File: config.mk
export PLATFORM = sky130hd
export DESIGN_NAME = amp_control_port_state
export DESIGN_NICKNAME = d
export VERILOG_FILES = /design/src/inc/amp_ctrl_pkg.sv /design/src/core/amp_control_port_state.sv /design/src/core/pin_sync.sv
export VERILOG_INCLUDE_DIRS = /design/src /design/src/inc
export SDC_FILE = /design/constraint.sdc
export NUM_CORES = 1
export LEC_CHECK = 0
export ABC_AREA = 1
export BUFFER_PORTS_ARGS = -buffer_cell sky130_fd_sc_hd__buf_4
export CAP_MARGIN = 20
export CORE_ASPECT_RATIO = 1.2
export CORE_MARGIN = 3
export CORE_UTILIZATION = 46
export DETAILED_ROUTE_END_ITERATION = 6
export SLEW_MARGIN = 20
export SYNTH_ARGS = -nofsm -noshare
export SYNTH_HDL_FRONTEND = slang
export SYNTH_HIERARCHICAL = 1
export SYNTH_SLANG_ARGS = --single-unit
File: constraint.sdc
create_clock -name clk_sys -period 2.2 [get_ports clk_sys]
set_input_delay 0.11 -clock clk_sys [delete_from_list [all_inputs] [get_ports clk_sys]]
set_output_delay 0.11 -clock clk_sys [all_outputs]
set_load 0.02 [all_outputs]
File: src/inc/amp_ctrl_map.svh
// Purpose: offsets, field positions, reset values and timing counts
// Assumes: 100 MHz system clock
// Notes: all registers except page select and book select live on book 0, page 0; book select lives on page 0 of any book
`ifndef AMP_CTRL_MAP_SVH
`define AMP_CTRL_MAP_SVH

`define OFS_PAGE_SELECT 8'h00
`define OFS_MODULATION 8'h02
`define OFS_OUTPUT_STATE 8'h03
`define OFS_POWER_STATE 8'h68
`define OFS_OPEN_LOAD_EN 8'h79
`define OFS_SHORT_LOAD_EN 8'h7a
`define OFS_LOAD_CONFIG 8'h7b
`define OFS_LOAD_STATUS 8'h7c
`define OFS_BOOK_SELECT 8'h7f

`define RST_PAGE 8'h00
`define RST_BOOK 8'h00
`define RST_MODULATION 8'h00
`define RST_OUTPUT_STATE 8'h00
`define RST_POWER_STATE 8'h00
`define RST_LOAD_REG 8'h00

`define FLD_STATE 1:0
`define FLD_MODULATION 1:0
`define FLD_DETECT_EN 7
`define FLD_DETECT_CFG 0
`define FLD_LS_DONE 7
`define FLD_LS_OPEN 3:2
`define FLD_LS_SHORT 1:0

`define TARGET_ADDR_HI 5'h15

`define PWM_MID 8'h80
`define SPW_IDLE_DUTY 8'h2c

`define CLK_PERIOD_NS 10
`define LOAD_DETECT_TIME_US 20000
`define LOAD_DETECT_CYCLES (`LOAD_DETECT_TIME_US * 1000 / `CLK_PERIOD_NS)

`endif

File: src/inc/amp_ctrl_pkg.sv
// Purpose: types shared by the control port and state logic
// Assumes: nothing
// Notes: enum order gives the two-bit and three-bit codes
package amp_ctrl_pkg;

  typedef enum logic [1:0] {
    PS_DEEP_SLEEP,
    PS_SLEEP,
    PS_OUTPUT_HIZ,
    PS_PLAY
  } power_state_t;

  typedef enum logic [1:0] {
    MOD_BOTH_SIDES,
    MOD_SINGLE_SIDE,
    MOD_HYBRID,
    MOD_SPARE
  } modulation_t;

  typedef enum logic [2:0] {
    I2C_IDLE,
    I2C_ADDR,
    I2C_SUB,
    I2C_WDATA,
    I2C_ACK,
    I2C_RDATA,
    I2C_RACK,
    I2C_IGNORE
  } i2c_state_t;

endpackage : amp_ctrl_pkg

File: src/core/amp_control_port_state.sv
// Purpose: i2c target port, paged registers, power state, pwm, load detect
// Assumes: strap pin already decoded to two bits by the analog front end
// Notes: scl is sampled, never used as a clock
`timescale 1ns/10ps
`include "amp_ctrl_map.svh"
module amp_control_port_state #(
  parameter int unsigned LOAD_DETECT_CYCLES = `LOAD_DETECT_CYCLES
) (
  // system
  input wire logic clk_sys,
  input wire logic reset_n,
  // device pins
  input wire logic power_down_pin_n,
  input wire logic [1:0] addr_strap,
  input wire logic scl_in,
  input wire logic sda_in,
  output logic sda_out,
  output logic sda_oe_n,
  // load comparators, one bit per channel
  input wire logic [1:0] load_short_flag,
  input wire logic [1:0] load_open_flag,
  // audio levels, channel 1 in the low byte, and supply code
  input wire logic [15:0] audio_level,
  input wire logic [7:0] power_stage_supply,
  // power domains
  output logic digital_ldo_en,
  output logic analog_ldo_en,
  output logic dsp_active,
  // output stage
  output logic output_stage_hiz,
  output logic [1:0] positive_output_leg,
  output logic [1:0] negative_output_leg
);

  localparam logic [21:0] LD_LAST = 22'(LOAD_DETECT_CYCLES - 1);

  logic [8:0] sync_v, prev_v;
  pin_sync #(.WIDTH(9)) u_sync (
    .clk_sys(clk_sys),
    .reset_n(reset_n),
    .pin_in({power_down_pin_n, addr_strap, load_short_flag,
             load_open_flag, scl_in, sda_in}),
    .pin_sync(sync_v),
    .pin_prev(prev_v)
  );

  logic pdn_ok, scl_s, sda_s, scl_rise, scl_fall, start_det, stop_det;
  logic [1:0] strap_s, short_s, open_s;
  assign pdn_ok = sync_v[8];
  assign strap_s = sync_v[7:6];
  assign short_s = sync_v[5:4];
  assign open_s = sync_v[3:2];
  assign scl_s = sync_v[1];
  assign sda_s = sync_v[0];
  assign scl_rise = scl_s & ~prev_v[1];
  assign scl_fall = ~scl_s & prev_v[1];
  assign start_det = scl_s & prev_v[1] & prev_v[0] & ~sda_s;
  assign stop_det = scl_s & prev_v[1] & ~prev_v[0] & sda_s;

  // register state
  logic [7:0] page_r, page_nxt, book_r, book_nxt, mod_r, mod_nxt;
  logic [7:0] ost_r, ost_nxt, pst_r, pst_nxt, open_en_r, open_en_nxt;
  logic [7:0] short_en_r, short_en_nxt, cfg_r, cfg_nxt, status_r;
  amp_ctrl_pkg::power_state_t state_r, state_nxt;
  logic [1:0] strap_r, strap_nxt;
  logic strap_ok_r, strap_ok_nxt;
  logic on_p0, on_b0p0, wr_en, ld_rearm;
  logic [7:0] wr_addr, wr_data, rd_byte;
  logic [7:0] sub_r, sub_nxt;

  assign on_p0 = (page_r == 8'h00);
  assign on_b0p0 = on_p0 && (book_r == 8'h00);

  // unmapped locations read zero
  always_comb begin
    rd_byte = 8'h00;
    if (sub_r == `OFS_PAGE_SELECT) rd_byte = page_r;
    else if (on_p0 && sub_r == `OFS_BOOK_SELECT) rd_byte = book_r;
    else if (on_b0p0) begin
      unique case (sub_r)
        `OFS_MODULATION: rd_byte = mod_r;
        `OFS_OUTPUT_STATE: rd_byte = {ost_r[7:2], state_r};
        `OFS_POWER_STATE: rd_byte = {pst_r[7:2], state_r};
        `OFS_OPEN_LOAD_EN: rd_byte = open_en_r;
        `OFS_SHORT_LOAD_EN: rd_byte = short_en_r;
        `OFS_LOAD_CONFIG: rd_byte = cfg_r;
        `OFS_LOAD_STATUS: rd_byte = status_r;
        default: rd_byte = 8'h00;
      endcase
    end
  end

  // i2c target engine
  amp_ctrl_pkg::i2c_state_t st_r, st_nxt, ret_r, ret_nxt;
  logic [2:0] cnt_r, cnt_nxt;
  logic [6:0] rx_r, rx_nxt;
  logic [7:0] tx_r, tx_nxt, rx_byte;
  logic drv_r, drv_nxt, ackph_r, ackph_nxt, acked_r, acked_nxt;

  assign rx_byte = {rx_r, sda_s};

  always_comb begin
    st_nxt = st_r;
    ret_nxt = ret_r;
    cnt_nxt = cnt_r;
    rx_nxt = rx_r;
    tx_nxt = tx_r;
    sub_nxt = sub_r;
    drv_nxt = drv_r;
    ackph_nxt = ackph_r;
    acked_nxt = acked_r;
    wr_en = 1'b0;
    wr_addr = sub_r;
    wr_data = rx_byte;
    if (!pdn_ok) begin
      st_nxt = amp_ctrl_pkg::I2C_IDLE;
      drv_nxt = 1'b0;
    end else if (start_det) begin
      st_nxt = amp_ctrl_pkg::I2C_ADDR;
      cnt_nxt = 3'h0;
      drv_nxt = 1'b0;
    end else if (stop_det) begin
      st_nxt = amp_ctrl_pkg::I2C_IDLE;
      drv_nxt = 1'b0;
    end else begin
      unique case (st_r)
        amp_ctrl_pkg::I2C_IDLE, amp_ctrl_pkg::I2C_IGNORE: begin
        end
        amp_ctrl_pkg::I2C_ADDR, amp_ctrl_pkg::I2C_SUB,
        amp_ctrl_pkg::I2C_WDATA: begin
          if (scl_rise) begin
            rx_nxt = rx_byte[6:0];
            cnt_nxt = cnt_r + 3'h1;
            if (cnt_r == 3'h7) begin
              ackph_nxt = 1'b0;
              st_nxt = amp_ctrl_pkg::I2C_ACK;
              if (st_r == amp_ctrl_pkg::I2C_ADDR) begin
                if (rx_byte[7:1] != {`TARGET_ADDR_HI, strap_r})
                  st_nxt = amp_ctrl_pkg::I2C_IGNORE;
                else if (rx_byte[0])
                  ret_nxt = amp_ctrl_pkg::I2C_RDATA;
                else
                  ret_nxt = amp_ctrl_pkg::I2C_SUB;
              end else if (st_r == amp_ctrl_pkg::I2C_SUB) begin
                sub_nxt = rx_byte;
                ret_nxt = amp_ctrl_pkg::I2C_WDATA;
              end else begin
                wr_en = 1'b1;
                sub_nxt = sub_r + 8'h01;
                ret_nxt = amp_ctrl_pkg::I2C_WDATA;
              end
            end
          end
        end
        amp_ctrl_pkg::I2C_ACK: begin
          if (scl_fall) begin
            if (!ackph_r) begin
              drv_nxt = 1'b1;
              ackph_nxt = 1'b1;
            end else begin
              cnt_nxt = 3'h0;
              st_nxt = ret_r;
              drv_nxt = 1'b0;
              if (ret_r == amp_ctrl_pkg::I2C_RDATA) begin
                tx_nxt = rd_byte;
                drv_nxt = ~rd_byte[7];
              end
            end
          end
        end
        amp_ctrl_pkg::I2C_RDATA: begin
          if (scl_fall) begin
            if (cnt_r == 3'h7) begin
              drv_nxt = 1'b0;
              st_nxt = amp_ctrl_pkg::I2C_RACK;
            end else begin
              tx_nxt = {tx_r[6:0], 1'b0};
              drv_nxt = ~tx_r[6];
              cnt_nxt = cnt_r + 3'h1;
            end
          end
        end
        amp_ctrl_pkg::I2C_RACK: begin
          if (scl_rise) begin
            acked_nxt = ~sda_s;
            sub_nxt = sub_r + 8'h01;
          end else if (scl_fall) begin
            cnt_nxt = 3'h0;
            if (acked_r) begin
              tx_nxt = rd_byte;
              drv_nxt = ~rd_byte[7];
              st_nxt = amp_ctrl_pkg::I2C_RDATA;
            end else begin
              st_nxt = amp_ctrl_pkg::I2C_IGNORE;
            end
          end
        end
      endcase
    end
  end

  always_ff @(posedge clk_sys or negedge reset_n) begin
    if (!reset_n) begin
      st_r <= amp_ctrl_pkg::I2C_IDLE;
      ret_r <= amp_ctrl_pkg::I2C_IDLE;
      cnt_r <= 3'h0;
      rx_r <= 7'h00;
      tx_r <= 8'h00;
      sub_r <= 8'h00;
      drv_r <= 1'b0;
      ackph_r <= 1'b0;
      acked_r <= 1'b0;
    end else begin
      st_r <= st_nxt;
      ret_r <= ret_nxt;
      cnt_r <= cnt_nxt;
      rx_r <= rx_nxt;
      tx_r <= tx_nxt;
      sub_r <= sub_nxt;
      drv_r <= drv_nxt;
      ackph_r <= ackph_nxt;
      acked_r <= acked_nxt;
    end
  end

  // open drain: only ever pulls low
  assign sda_out = 1'b0;
  assign sda_oe_n = ~drv_r;

  // register file; strap caught once after reset and again after each power-down
  assign ld_rearm = wr_en && on_b0p0 && (wr_addr == `OFS_OPEN_LOAD_EN ||
    wr_addr == `OFS_SHORT_LOAD_EN || wr_addr == `OFS_LOAD_CONFIG);

  always_comb begin
    page_nxt = page_r;
    book_nxt = book_r;
    mod_nxt = mod_r;
    ost_nxt = ost_r;
    pst_nxt = pst_r;
    state_nxt = state_r;
    open_en_nxt = open_en_r;
    short_en_nxt = short_en_r;
    cfg_nxt = cfg_r;
    strap_nxt = strap_r;
    strap_ok_nxt = strap_ok_r;
    if (!pdn_ok) begin
      page_nxt = `RST_PAGE;
      book_nxt = `RST_BOOK;
      mod_nxt = `RST_MODULATION;
      ost_nxt = `RST_OUTPUT_STATE;
      pst_nxt = `RST_POWER_STATE;
      state_nxt = amp_ctrl_pkg::power_state_t'(2'(`RST_POWER_STATE));
      open_en_nxt = `RST_LOAD_REG;
      short_en_nxt = `RST_LOAD_REG;
      cfg_nxt = `RST_LOAD_REG;
      strap_ok_nxt = 1'b0;
    end else begin
      if (!strap_ok_r) begin
        strap_nxt = strap_s;
        strap_ok_nxt = 1'b1;
      end
      if (wr_en) begin
        if (wr_addr == `OFS_PAGE_SELECT) page_nxt = wr_data;
        else if (on_p0 && wr_addr == `OFS_BOOK_SELECT)
          book_nxt = wr_data;
        else if (on_b0p0) begin
          unique case (wr_addr)
            `OFS_MODULATION: mod_nxt = wr_data;
            `OFS_OUTPUT_STATE: begin
              ost_nxt = wr_data;
              state_nxt = amp_ctrl_pkg::power_state_t'(wr_data[`FLD_STATE]);
            end
            `OFS_POWER_STATE: begin
              pst_nxt = wr_data;
              state_nxt = amp_ctrl_pkg::power_state_t'(wr_data[`FLD_STATE]);
            end
            `OFS_OPEN_LOAD_EN: open_en_nxt = wr_data;
            `OFS_SHORT_LOAD_EN: short_en_nxt = wr_data;
            `OFS_LOAD_CONFIG: cfg_nxt = wr_data;
            default: begin
            end
          endcase
        end
      end
    end
  end

  always_ff @(posedge clk_sys or negedge reset_n) begin
    if (!reset_n) begin
      page_r <= `RST_PAGE;
      book_r <= `RST_BOOK;
      mod_r <= `RST_MODULATION;
      ost_r <= `RST_OUTPUT_STATE;
      pst_r <= `RST_POWER_STATE;
      state_r <= amp_ctrl_pkg::PS_DEEP_SLEEP;
      open_en_r <= `RST_LOAD_REG;
      short_en_r <= `RST_LOAD_REG;
      cfg_r <= `RST_LOAD_REG;
      strap_r <= 2'b00;
      strap_ok_r <= 1'b0;
    end else begin
      page_r <= page_nxt;
      book_r <= book_nxt;
      mod_r <= mod_nxt;
      ost_r <= ost_nxt;
      pst_r <= pst_nxt;
      state_r <= state_nxt;
      open_en_r <= open_en_nxt;
      short_en_r <= short_en_nxt;
      cfg_r <= cfg_nxt;
      strap_r <= strap_nxt;
      strap_ok_r <= strap_ok_nxt;
    end
  end

  // load detection; completion set beats a rearm in the same cycle
  logic [21:0] ld_cnt_r, ld_cnt_nxt;
  logic ld_run_r, ld_run_nxt, ld_arm;
  logic [1:0] acc_s_r, acc_s_nxt, acc_o_r, acc_o_nxt;
  logic [7:0] status_nxt;

  assign ld_arm = (open_en_r[`FLD_DETECT_EN] | short_en_r[`FLD_DETECT_EN])
    && cfg_r[`FLD_DETECT_CFG] && state_r == amp_ctrl_pkg::PS_PLAY;

  always_comb begin
    ld_cnt_nxt = ld_cnt_r;
    ld_run_nxt = ld_run_r;
    acc_s_nxt = acc_s_r;
    acc_o_nxt = acc_o_r;
    status_nxt = status_r;
    if (!pdn_ok) begin
      ld_run_nxt = 1'b0;
      status_nxt = `RST_LOAD_REG;
    end else begin
      if (ld_rearm) begin
        status_nxt[`FLD_LS_DONE] = 1'b0;
        ld_run_nxt = 1'b0;
      end else if (!ld_run_r && !status_r[`FLD_LS_DONE] && ld_arm) begin
        ld_run_nxt = 1'b1;
        ld_cnt_nxt = 22'h0;
        acc_s_nxt = 2'b00;
        acc_o_nxt = 2'b00;
      end
      if (ld_run_r) begin
        ld_cnt_nxt = ld_cnt_r + 22'h1;
        acc_s_nxt = acc_s_r | short_s;
        acc_o_nxt = acc_o_r | open_s;
        if (ld_cnt_r == LD_LAST) begin
          ld_run_nxt = 1'b0;
          status_nxt = 8'h00;
          status_nxt[`FLD_LS_DONE] = 1'b1;
          status_nxt[`FLD_LS_OPEN] = open_en_r[`FLD_DETECT_EN] ?
            (acc_o_r | open_s) : 2'b00;
          status_nxt[`FLD_LS_SHORT] = short_en_r[`FLD_DETECT_EN] ?
            (acc_s_r | short_s) : 2'b00;
        end
      end
    end
  end

  always_ff @(posedge clk_sys or negedge reset_n) begin
    if (!reset_n) begin
      ld_cnt_r <= 22'h0;
      ld_run_r <= 1'b0;
      acc_s_r <= 2'b00;
      acc_o_r <= 2'b00;
      status_r <= `RST_LOAD_REG;
    end else begin
      ld_cnt_r <= ld_cnt_nxt;
      ld_run_r <= ld_run_nxt;
      acc_s_r <= acc_s_nxt;
      acc_o_r <= acc_o_nxt;
      status_r <= status_nxt;
    end
  end

  // power domains and pwm; dsp stays alive through both sleep states
  amp_ctrl_pkg::modulation_t mod_sel;
  logic play;
  logic [7:0] pwm_cnt_r;
  logic [1:0] leg_p_nxt, leg_n_nxt;
  assign mod_sel = amp_ctrl_pkg::modulation_t'(mod_r[`FLD_MODULATION]);
  assign play = pdn_ok && state_r == amp_ctrl_pkg::PS_PLAY;

  genvar c;
  generate
    for (c = 0; c < 2; c++) begin : g_ch
      logic signed [7:0] lvl;
      logic [7:0] mag, dp, dn;
      logic spw;
      always_comb begin
        lvl = audio_level[8*c +: 8];
        mag = lvl[7] ? 8'(-lvl) : lvl;
        // hybrid: small signals use single-side, larger ones both-sides
        spw = (mod_sel == amp_ctrl_pkg::MOD_SINGLE_SIDE) ||
          (mod_sel == amp_ctrl_pkg::MOD_HYBRID &&
           mag < {1'b0, power_stage_supply[7:1]});
        if (spw) begin
          dp = lvl[7] ? 8'h00 : 8'(`SPW_IDLE_DUTY + mag);
          dn = (lvl[7] || lvl == 8'sh00) ?
            8'(`SPW_IDLE_DUTY + mag) : 8'h00;
          if (lvl == 8'sh00) dp = `SPW_IDLE_DUTY;
        end else begin
          dp = 8'(`PWM_MID + lvl);
          dn = 8'(`PWM_MID - lvl);
        end
        leg_p_nxt[c] = play && (pwm_cnt_r < dp);
        leg_n_nxt[c] = play && (pwm_cnt_r < dn);
      end
    end
  endgenerate

  always_ff @(posedge clk_sys or negedge reset_n) begin
    if (!reset_n) begin
      pwm_cnt_r <= 8'h00;
      positive_output_leg <= 2'b00;
      negative_output_leg <= 2'b00;
      output_stage_hiz <= 1'b1;
      digital_ldo_en <= 1'b0;
      analog_ldo_en <= 1'b0;
      dsp_active <= 1'b0;
    end else begin
      pwm_cnt_r <= pwm_cnt_r + 8'h01;
      positive_output_leg <= leg_p_nxt;
      negative_output_leg <= leg_n_nxt;
      output_stage_hiz <= !play;
      digital_ldo_en <= pdn_ok;
      analog_ldo_en <= pdn_ok &&
        state_r != amp_ctrl_pkg::PS_DEEP_SLEEP;
      dsp_active <= pdn_ok;
    end
  end
endmodule : amp_control_port_state

File: src/core/pin_sync.sv
// Purpose: two-flop synchroniser for asynchronous pins plus a delay stage
// Assumes: pins are quasi-static relative to clk_sys
// Notes: pin_prev is only for edge detection downstream
`timescale 1ns/10ps
module pin_sync #(
  parameter int WIDTH = 1
) (
  // system
  input wire logic clk_sys,
  input wire logic reset_n,
  // pins
  input wire logic [WIDTH-1:0] pin_in,
  // synchronised
  output logic [WIDTH-1:0] pin_sync,
  output logic [WIDTH-1:0] pin_prev
);

  logic [WIDTH-1:0] meta_r;

  genvar i;
  generate
    for (i = 0; i < WIDTH; i++) begin : g_bit
      always_ff @(posedge clk_sys or negedge reset_n) begin
        if (!reset_n) begin
          meta_r[i] <= 1'b0;
          pin_sync[i] <= 1'b0;
          pin_prev[i] <= 1'b0;
        end else begin
          meta_r[i] <= pin_in[i];
          pin_sync[i] <= meta_r[i];
          pin_prev[i] <= pin_sync[i];
        end
      end
    end
  endgenerate

endmodule : pin_sync

==> results.py, run 1 <==
metrics = {
    "synthesis": {
        "ys_warn_count": 6,
        "syn_area_um2": 9899,
        "syn_area_per_cell_um2": 7.563,
        "synth_fp_nets": 1398,
        "synthCells": 1309,
    },
    "floorplanning": {
        "initial_core_util_pct": 47.04,
        "io_pins": 45,
        "rows": 58,
        "die_w_um": 139.9,
        "coreArea_um2": 21050,
        "dieArea_um2": 23320,
        "fp.dieH_um": 166.7,
    },
    "clocking": {
        "cts.sinks": 165,
        "cts_buffers": 17,
        "htreeDepth": 4,
        "cts_tree": "built",
        "clock_path_buffers": 2,
        "clk_pin_slew_ns": 0.07,
        "insertion_delay_ns": 0.43,
        "root_buffer": "clkbuf_16",
    },
    "sta": {
        "finalCriticalPeriod_ns": 2.308,
        "max-slew-margin-rel_pct": 53.15,
        "fmax_mhz": 433.3,
        "slew_violations": 0,
        "setup_viol": 4,
        "post-route-period-util_pct": 104.9,
        "worst_slack_ns": -0.1081,
        "timing.hold.ws_ns": 0.2134,
        "hold_viol_final": 0,
        "tightest_slew_ns": 0.7006,
        "rsz0062_at_grt": "yes",
        "skew_ns": 0.01276,
    },
    "finish": {
        "multi_input_area_um2": 5505,
        "final_cell_area_um2": 12830,
        "final_cells": 1775,
        "fill_cells": 1899,
        "seq_area_um2": 4133,
        "utilization_pct": 60.96,
        "diodes": 0,
        "layout-drive-gt1-share_pct": 23.52,
        "area_delta_synth_final_pct": 29.60,
        "nets": 1581,
    },
    "worst_hold_path": {
        "min_path_type": "input pin to asynchronous set/reset pin",
    },
    "global_route": {
        "gr-total-overflow": 0,
        "grt_usage_pct": 23.66,
        "antenna_found_initial": 0,
        "grt_max_degree": 51,
        "first_global_vias": 9271,
        "grt_pass1_wl_um": 45210,
    },
    "worst_setup_path": {
        "crit_path_start_kind": "input pin",
        "crit_fanout": 5,
        "path_class": "input pin to register",
        "r2r-end": "negative_output_leg[1]$_DFF_PN0_",
        "critical_path_required_ns": 2.51,
        "r2r-start": "mod_r[1]$_DFFE_PN0P_",
        "r2r_slack_ns": 0.08,
        "worstPathArrival_ns": 2.62,
        "rr_worst_depth": 13,
        "endpoint_kind": "register",
    },
    "power": {
        "powerDensity_nw_per_um2": 766.0,
        "ir_drop_mv": 0.5803,
        "leakage_nw": 6.159,
    },
    "placement": {
        "placedCellCount": 1705,
        "port_buffers": 42,
        "postPlaceCellArea_um2": 11460,
        "dpl.hpwl_um": 19760,
        "place_congestion": 0.9354,
        "place_ws_ns": -0.8020,
    },
    "route": {
        "first_iter_violations": 499,
        "first_pass_iters": 5,
        "ant_nets": 0,
        "routedWlPerCell_um": 15.17,
        "wirelength_um": 26920,
        "drcViolationCount": 0,
        "avgViaCountPerCell": 5.150,
        "vias": 9141,
    },
    "job": {
        "maxCapViolCount": 0,
    },
    "status": {
        "status": "complete, but fails checks",
        "violations": "setup timing",
    },
}
-- critical path, cell delays in order --
cell and delay (ns):
buf_8 0.11, inv_8 0.05, ha_4 0.14, nand3_4 0.07
nor2_4 0.11, nand3_2 0.11, nand2_4 0.10, o21ai_4 0.07
ha_4 0.27, inv_2 0.03, nor2_2 0.09, and3_1 0.14
nand2_1 0.06, nand2_2 0.09, nand2_4 0.10, buf_6 0.14
o22a_1 0.23, ha_4 0.28, nand2_1 0.04, inv_1 0.04
nand2_1 0.06, nand2_2 0.10, a21oi_2 0.06
-- layout by cell type (no fill, tap or decap), types with 6 or more instances in the layout --
cell and n:
a21oi_1 30, a21oi_2 13, buf_12 6, buf_4 166, buf_6 6, clkbuf_16 17, dfrtp_1 162, dlygate4sd3_1 10
ha_1 40, ha_4 11, inv_1 134, inv_2 16, nand2_1 371, nand2_2 14, nand3_1 57, nand3_2 8
nand4_1 28, nor2_1 103, nor2_2 7, nor2_4 10, nor3_1 20, nor4_1 6, o211ai_1 9, o21ai_0 75
o21ai_1 40, o21ai_2 20, o31ai_1 10, xor2_1 19
-- through the flow --
step	total power [mW]	TNS [ns]
after floorplan	5.390	-1.013
after global placement	6.363	-2.639
after detailed placement	6.425	-3.070
after CTS	9.764	-0.05177
after global routing	10.49	-1.037
final	9.828	-0.3645
-- state kept, by name, summed over array words and instances, names as in the netlist, 3 cells and up --
| signal | count |
|---|---|
| ld_cnt_r | 22 |
| u_sync/meta_r | 9 |
| u_sync/pin_sync | 9 |
| book_r | 8 |
| cfg_r | 8 |
| mod_r | 8 |
| open_en_r | 8 |
| page_r | 8 |
| pwm_cnt_r | 8 |
| short_en_r | 8 |
| sub_r | 8 |
| rx_r | 7 |
| tx_r | 7 |
| ost_r | 6 |
| pst_r | 6 |
| status_r | 5 |
| cnt_r | 3 |
| ret_r | 3 |
| st_r | 3 |
-- area by class of cell --
type / count / share of cell area, %
timing repair buffer: 191 / 12.31
clock inverter: 11 / 1.112
multi-input combinational: 955 / 42.91
inverter: 162 / 5.237
clock buffer: 21 / 3.589
sequential: 165 / 32.21
tap: 270 / 2.633
-- power by group --
group | switching [mW] | internal (mW)
clock network | 1.30 | 1.77
registers | 0.180 | 3.28
logic | 1.93 | 1.37
total | 3.41 | 6.42
-- timing repair --
item,in CTS,in global routing
gates resized for setup,70,47
endpoints found under the setup margin,23,57
buffers inserted,16,11
gates cloned,1,0
hold buffers,10,0
hold endpoints to repair,55,0
pin swaps,54,14
-- how the worst max path moves through the flow --
stage                   startpoint                               end  slack [ns]
finish              audio_level[0]  negative_output_leg[0]$_DFF_PN0_       -0.11
global route        audio_level[8]  negative_output_leg[1]$_DFF_PN0_       -0.27
CTS                 audio_level[8]  negative_output_leg[1]$_DFF_PN0_       -0.03
detailed placement  audio_level[1]  positive_output_leg[0]$_DFF_PN0_       -0.80
global placement    audio_level[9]  positive_output_leg[1]$_DFF_PN0_       -0.67
floorplan           audio_level[1]  negative_output_leg[0]$_DFF_PN0_       -0.28
-- routing by layer --
metal  up-vias  GRT usage (%)  wire length (um)
li1       4651              -                 -
met1      4286          29.67             11830
met2       165          42.14             13800
met3        39          3.504               805
met4         0          7.080               481
met5         -              0                 0
No activity file was read; power rests on OpenSTA's default activity.
==> inputs of run 2 (changes only) <==
==> constraint.sdc (replaced) <==
create_clock -name clk_sys -period 3 [get_ports clk_sys]
set_input_delay 0.15 -clock clk_sys [delete_from_list [all_inputs] [get_ports clk_sys]]
set_output_delay 0.15 -clock clk_sys [all_outputs]
set_load 0.02 [all_outputs]
==> results.py, run 2 (synthesis gave the netlist of run 1 again) <==
metrics = {
    "floorplanning": {
        "fp.dieH_um": 166.7,
        "rows": 58,
        "initial_core_util_pct": 47.04,
        "io_pins": 45,
        "dieArea_um2": 23320,
        "coreArea_um2": 21050,
        "die_w_um": 139.9,
    },
    "finish": {
        "top_regs": "ld_cnt_r: 22 flops, u_sync/meta_r: 9 flops, u_sync/pin_sync: 9 flops",
        "largest_register": "ld_cnt_r",
        "largest_reg_flops": 22,
        "final_common_cell": "nand2_1",
        "layout-drive-gt1-share_pct": 12.62,
        "final_cells": 1688,
        "diodes": 0,
        "nets": 1494,
        "area_delta_synth_final_pct": 16.63,
        "final_cell_mix": "388 x nand2_1, 164 x dfrtp_1, 151 x inv_1",
    },
    "worst_setup_path": {
        "cpMaxStageDelayCell": "o21ai_0",
        "worstPathArrival_ns": 3.00,
        "timing.critical_path.buf_inv": 4,
        "path_class": "input pin to register",
        "crit_fanout": 8,
        "cp_cell_sequence": "buf_4, inv_1, ha_1, nand3_1, nor2_2, nand2_1, nand2_1, nand2_1, o21ai_2, ha_1, nand2_1, nand3_1, a21oi_1, nand2_1, nand2_1, inv_1, o21ai_0, ha_1, nand2_1, inv_1, nand2_1, nand2_1, a21oi_1",
        "crit_path_start_kind": "input pin",
        "critical_path_required_ns": 3.34,
        "critical_path.top_delay_family": "simple AND/OR/NAND/NOR gates",
        "worst_path_most_repeated_cell": "nand2_1",
        "endpoint_kind": "register",
        "critPathMaxStageDelay_ns": 0.33,
    },
    "clocking": {
        "cts_buffers": 17,
        "cts_tree": "built",
        "clk_pin_slew_ns": 0.07,
        "clock_path_buffers": 2,
        "insertion_delay_ns": 0.43,
        "cts.sinks": 165,
        "htreeDepth": 4,
        "root_buffer": "clkbuf_16",
    },
    "power": {
        "leakage_nw": 5.691,
        "ir_drop_mv": 0.3661,
        "powerDensity_nw_per_um2": 587.1,
    },
    "placement": {
        "placedCellCount": 1646,
        "port_buffers": 42,
        "place_congestion": 0.9021,
        "dpl.hpwl_um": 18750,
    },
    "sta": {
        "tightest_slew_ns": 1.014,
        "post-route-period-util_pct": 88.54,
        "fmax_mhz": 376.5,
        "setup_viol": 0,
        "rsz0062_at_grt": "yes",
        "timing.hold.ws_ns": 0.3471,
        "slew_violations": 0,
        "max-slew-margin-rel_pct": 32.42,
        "hold_viol_final": 0,
        "finalCriticalPeriod_ns": 2.656,
        "skew_ns": 0.01692,
    },
    "route": {
        "drcViolationCount": 0,
        "avgViaCountPerCell": 5.239,
        "wirelength_um": 25170,
        "first_pass_iters": 5,
        "ant_nets": 0,
        "routedWlPerCell_um": 14.91,
        "first_iter_violations": 605,
        "vias": 8844,
    },
    "global_route": {
        "antenna_found_initial": 0,
        "grt_max_degree": 83,
        "gr-total-overflow": 0,
        "grt_pass1_wl_um": 42750,
        "first_global_vias": 8715,
        "grt_usage_pct": 22.28,
    },
    "job": {
        "maxCapViolCount": 0,
    },
    "worst_hold_path": {
        "min_path_type": "register to register",
    },
    "status": {
        "status": "finished clean",
    },
}
## run 2: cell types whose count changed in the layout (fill, tap and decap cells not counted), sizes merged
cell | before | now
buf | 181 | 94
bufinv | 2 | 3
clkinvlp | 4 | 3
clkbuf | 21 | 18
inv | 162 | 165
## run 2: area by class of cell
cell class,count,area [um^2]
flip-flops and latches,165,4130
fillers,2044,9499
well taps,270,337.8
repair buffers,104,834.6
clock inverters,14,188.9
clock buffers,18,439.2
multi-input cells,955,5007
inverters,162,608.1
## run 2: worst register-to-register path: stages, from the launching register on
cell and delay, ns:
dfrtp_1 0.42, nor2_1 0.34, nand3_1 0.12, a21oi_1 0.14, nand2_1 0.07, nand2_1 0.15, inv_1 0.15, o21ai_0 0.33
ha_1 0.30, nand2_1 0.05, inv_1 0.03, nand2_1 0.05, nand2_1 0.05, a21oi_1 0.14
## run 2: repair_timing
| item | 4_1_cts | 5_1_grt |
|---|---|---|
| hold buffers | 10 | 0 |
| setup buffers | 0 | 0 |
| gates resized for setup | 0 | 6 |
| endpoints found under the hold margin | 88 | 0 |
| endpoints found under the setup margin | 0 | 4 |
## run 2: final timing paths
check                                                    to  depth (start not counted)                       start  slack (ns)
min reg2reg                    u_sync/pin_sync[4]$_DFF_PN0_                          0  u_sync/meta_r[4]$_DFF_PN0_        0.35
max                        positive_output_leg[1]$_DFF_PN0_                         23              audio_level[9]        0.34
min in group asynchronous              dsp_active$_DFF_PN0_                          2                     reset_n        0.40
min                            u_sync/pin_sync[4]$_DFF_PN0_                          0  u_sync/meta_r[4]$_DFF_PN0_        0.35
max reg2reg                positive_output_leg[1]$_DFF_PN0_                         13        mod_r[0]$_DFFE_PN0P_        0.59
max in group asynchronous          open_en_r[3]$_DFFE_PN0P_                          3                     reset_n        1.87
## run 2: stage by stage
stage	area [um^2]	power [mW]	TNS [ns]	util (%)	worst slack [ns]
floorplan	9899	3.835	0	-	0.1934
global placement	10810	4.434	-0.03620	51.35	-0.02086
detailed placement	10810	4.467	-0.2644	51.35	-0.1286
CTS	11530	6.825	0	54.81	0.3002
global route	11550	7.255	-0.008732	54.86	-0.008732
finish	11550	6.779	0	54.86	0.3439
## run 2: power by group
group | switching, mW | internal [mW]
Sequential | 0.139 | 2.40
Clock | 0.970 | 1.36
Combinational | 1.21 | 0.694
## run 2: layer usage
layer  part of all wire, %  up-vias  global-route usage, %
met5                     0        -                      0
met4                   2.1        0                  6.827
met3                   3.2       38                  3.274
met2                    49      169                  38.69
met1                    45     4141                  28.75
li1                      -     4496                      -
==> inputs of run 3 (changes only) <==
==> constraint.sdc (replaced) <==
create_clock -name clk_sys -period 3 [get_ports clk_sys]
set_input_delay 0.3 -clock clk_sys [delete_from_list [all_inputs] [get_ports clk_sys]]
set_output_delay 0.3 -clock clk_sys [all_outputs]
set_load 0.02 [all_outputs]
==> results.py, run 3 (synthesis gave the netlist of run 1 again) <==
metrics = {
    "status": {
        "status": "finished clean",
    },
    "finish": {
        "largest_reg_flops": 22,
        "final_cell_mix": "385 x nand2_1, 164 x dfrtp_1, 149 x inv_1",
        "largest_register": "ld_cnt_r",
        "area_delta_synth_final_pct": 17.33,
        "diodes": 0,
        "layout-drive-gt1-share_pct": 13.96,
        "top_regs": "ld_cnt_r: 22 flops, u_sync/meta_r: 9 flops, u_sync/pin_sync: 9 flops",
        "final_cells": 1696,
        "fill_cells": 2057,
        "final_common_cell": "nand2_1",
        "nets": 1503,
    },
    "power": {
        "powerDensity_nw_per_um2": 580.1,
        "ir_drop_mv": 0.4066,
        "power_frac_clock_pct": 33.6,
        "p_total_mw": 6.738,
        "leakage_nw": 5.723,
        "pwr-share-seq_pct": 37.8,
        "switchingPower_mw": 2.360,
        "internal_power_mw": 4.378,
        "combPwrFrac_pct": 28.7,
        "switching_share_pct": 35.03,
    },
    "worst_setup_path": {
        "worstPathArrival_ns": 3.11,
        "r2r_slack_ns": 0.49,
        "r2r-start": "sub_r[0]$_DFFE_PN0P_",
        "endpoint_kind": "register",
        "r2r-end": "page_r[6]$_DFFE_PN0P_",
        "rr_worst_depth": 6,
        "path_class": "input pin to register",
        "crit_fanout": 9,
        "crit_path_start_kind": "input pin",
        "critical_path_required_ns": 3.36,
    },
    "global_route": {
        "antenna_found_initial": 0,
        "gr-total-overflow": 0,
        "grt_usage_pct": 22.43,
        "grt_pass1_wl_um": 42910,
        "grt_max_degree": 77,
        "first_global_vias": 8773,
    },
    "floorplanning": {
        "fp.dieH_um": 166.7,
        "dieArea_um2": 23320,
        "rows": 58,
        "die_w_um": 139.9,
        "initial_core_util_pct": 47.04,
        "io_pins": 45,
        "coreArea_um2": 21050,
    },
    "sta": {
        "post-route-period-util_pct": 91.80,
        "slew_violations": 0,
        "skew_ns": 0.01704,
        "fmax_mhz": 363.1,
        "max-slew-margin-rel_pct": 37.83,
        "finalCriticalPeriod_ns": 2.754,
        "worst_slack_ns": 0.2460,
        "tightest_slew_ns": 0.9326,
        "tns_ns": 0,
        "rsz0062_at_grt": "yes",
        "hold_viol_final": 0,
        "timing.hold.ws_ns": 0.3464,
        "setup_viol": 0,
    },
    "route": {
        "wl_met3_um": 701,
        "drcViolationCount": 0,
        "first_iter_violations": 461,
        "dr.max_layer_used": "met4",
        "wl_met1_um": 11380,
        "first_pass_iters": 5,
        "vias": 8841,
        "routedWlPerCell_um": 14.90,
        "wl_met2_um": 12560,
        "avgViaCountPerCell": 5.213,
        "ant_nets": 0,
        "wirelength_um": 25270,
    },
    "job": {
        "maxCapViolCount": 0,
    },
    "worst_hold_path": {
        "holdPathStages": 0,
        "min_path_type": "register to register",
        "hold_end": "u_sync/pin_sync[4]$_DFF_PN0_",
        "min_from": "u_sync/meta_r[4]$_DFF_PN0_",
    },
    "clocking": {
        "cts_tree": "built",
        "root_buffer": "clkbuf_16",
        "clk_pin_slew_ns": 0.07,
        "clock_path_buffers": 2,
        "htreeDepth": 4,
        "cts_buffers": 17,
        "insertion_delay_ns": 0.44,
        "cts.sinks": 165,
    },
    "placement": {
        "dpl.hpwl_um": 18710,
        "placedCellCount": 1655,
        "place_ws_ns": -0.2625,
        "port_buffers": 42,
        "place_congestion": 0.8970,
    },
}
==> run 3: how the worst max path moves through the flow <==
stage,from,to,slack (ns),cells after the start
after floorplan,audio_level[8],negative_output_leg[1]$_DFF_PN0_,0.04,23
after global placement,audio_level[1],negative_output_leg[0]$_DFF_PN0_,-0.20,22
after detailed placement,audio_level[1],negative_output_leg[0]$_DFF_PN0_,-0.26,24
after CTS,audio_level[1],negative_output_leg[0]$_DFF_PN0_,0.19,24
after global routing,audio_level[9],negative_output_leg[1]$_DFF_PN0_,-0.05,25
final,audio_level[1],negative_output_leg[0]$_DFF_PN0_,0.25,23
==> run 3: timing repair <==
item,4_1_cts,5_1_grt
endpoints found under the hold margin,82,0
setup endpoints to repair,0,4
hold buffers,10,0
gates resized for setup,0,20
setup buffers,0,0
==> run 3: layout make-up <==
type | instances | area [um^2] | share of cell area [%]
repair buffers | 113 | 889.6 | 7.659
clock inverters | 13 | 162.7 | 1.400
well taps | 270 | 337.8 | 2.909
flip-flops and latches | 165 | 4130 | 35.56
clock buffers | 18 | 439.2 | 3.781
multi-input cells | 955 | 5047 | 43.46
inverters | 162 | 608.1 | 5.235
==> run 3: critical path: stages <==
cell,delay [ns]
buf_4,0.12
inv_1,0.09
ha_2,0.20
nand3_2,0.11
nor2_2,0.14
nand3_1,0.11
nand2_2,0.10
o21ai_2,0.06
ha_1,0.27
inv_1,0.03
nor2_1,0.10
o21ai_0,0.10
nand3_1,0.08
inv_1,0.04
nand2_1,0.05
nand2_1,0.11
buf_4,0.19
o21ai_1,0.14
nand2_1,0.08
ha_1,0.31
a21oi_1,0.16
o211ai_1,0.09
a21oi_1,0.12
==> run 3: through the flow <==
step	instance area (um^2)	util, %
global placement	10860	51.61
global route	11610	55.19
finish	11610	55.19
detailed placement	10860	51.61
CTS	11560	54.95
floorplan	9899	-
==> run 3: layer usage <==
metal | vias to the layer above | GRT usage (%)
li1 | 4505 | -
met1 | 4140 | 28.56
met2 | 153 | 39.06
met3 | 43 | 3.331
met4 | 0 | 7.501
met5 | - | 0
==> run 3: power groups by stage <==
stage	clock network (mW)	logic, mW	registers, mW
after floorplan	0	1.29	2.55
after global placement	0	1.86	2.58
after detailed placement	0	1.90	2.58
after CTS	2.30	1.92	2.54
after global routing	2.41	2.21	2.57
final	2.26	1.93	2.54
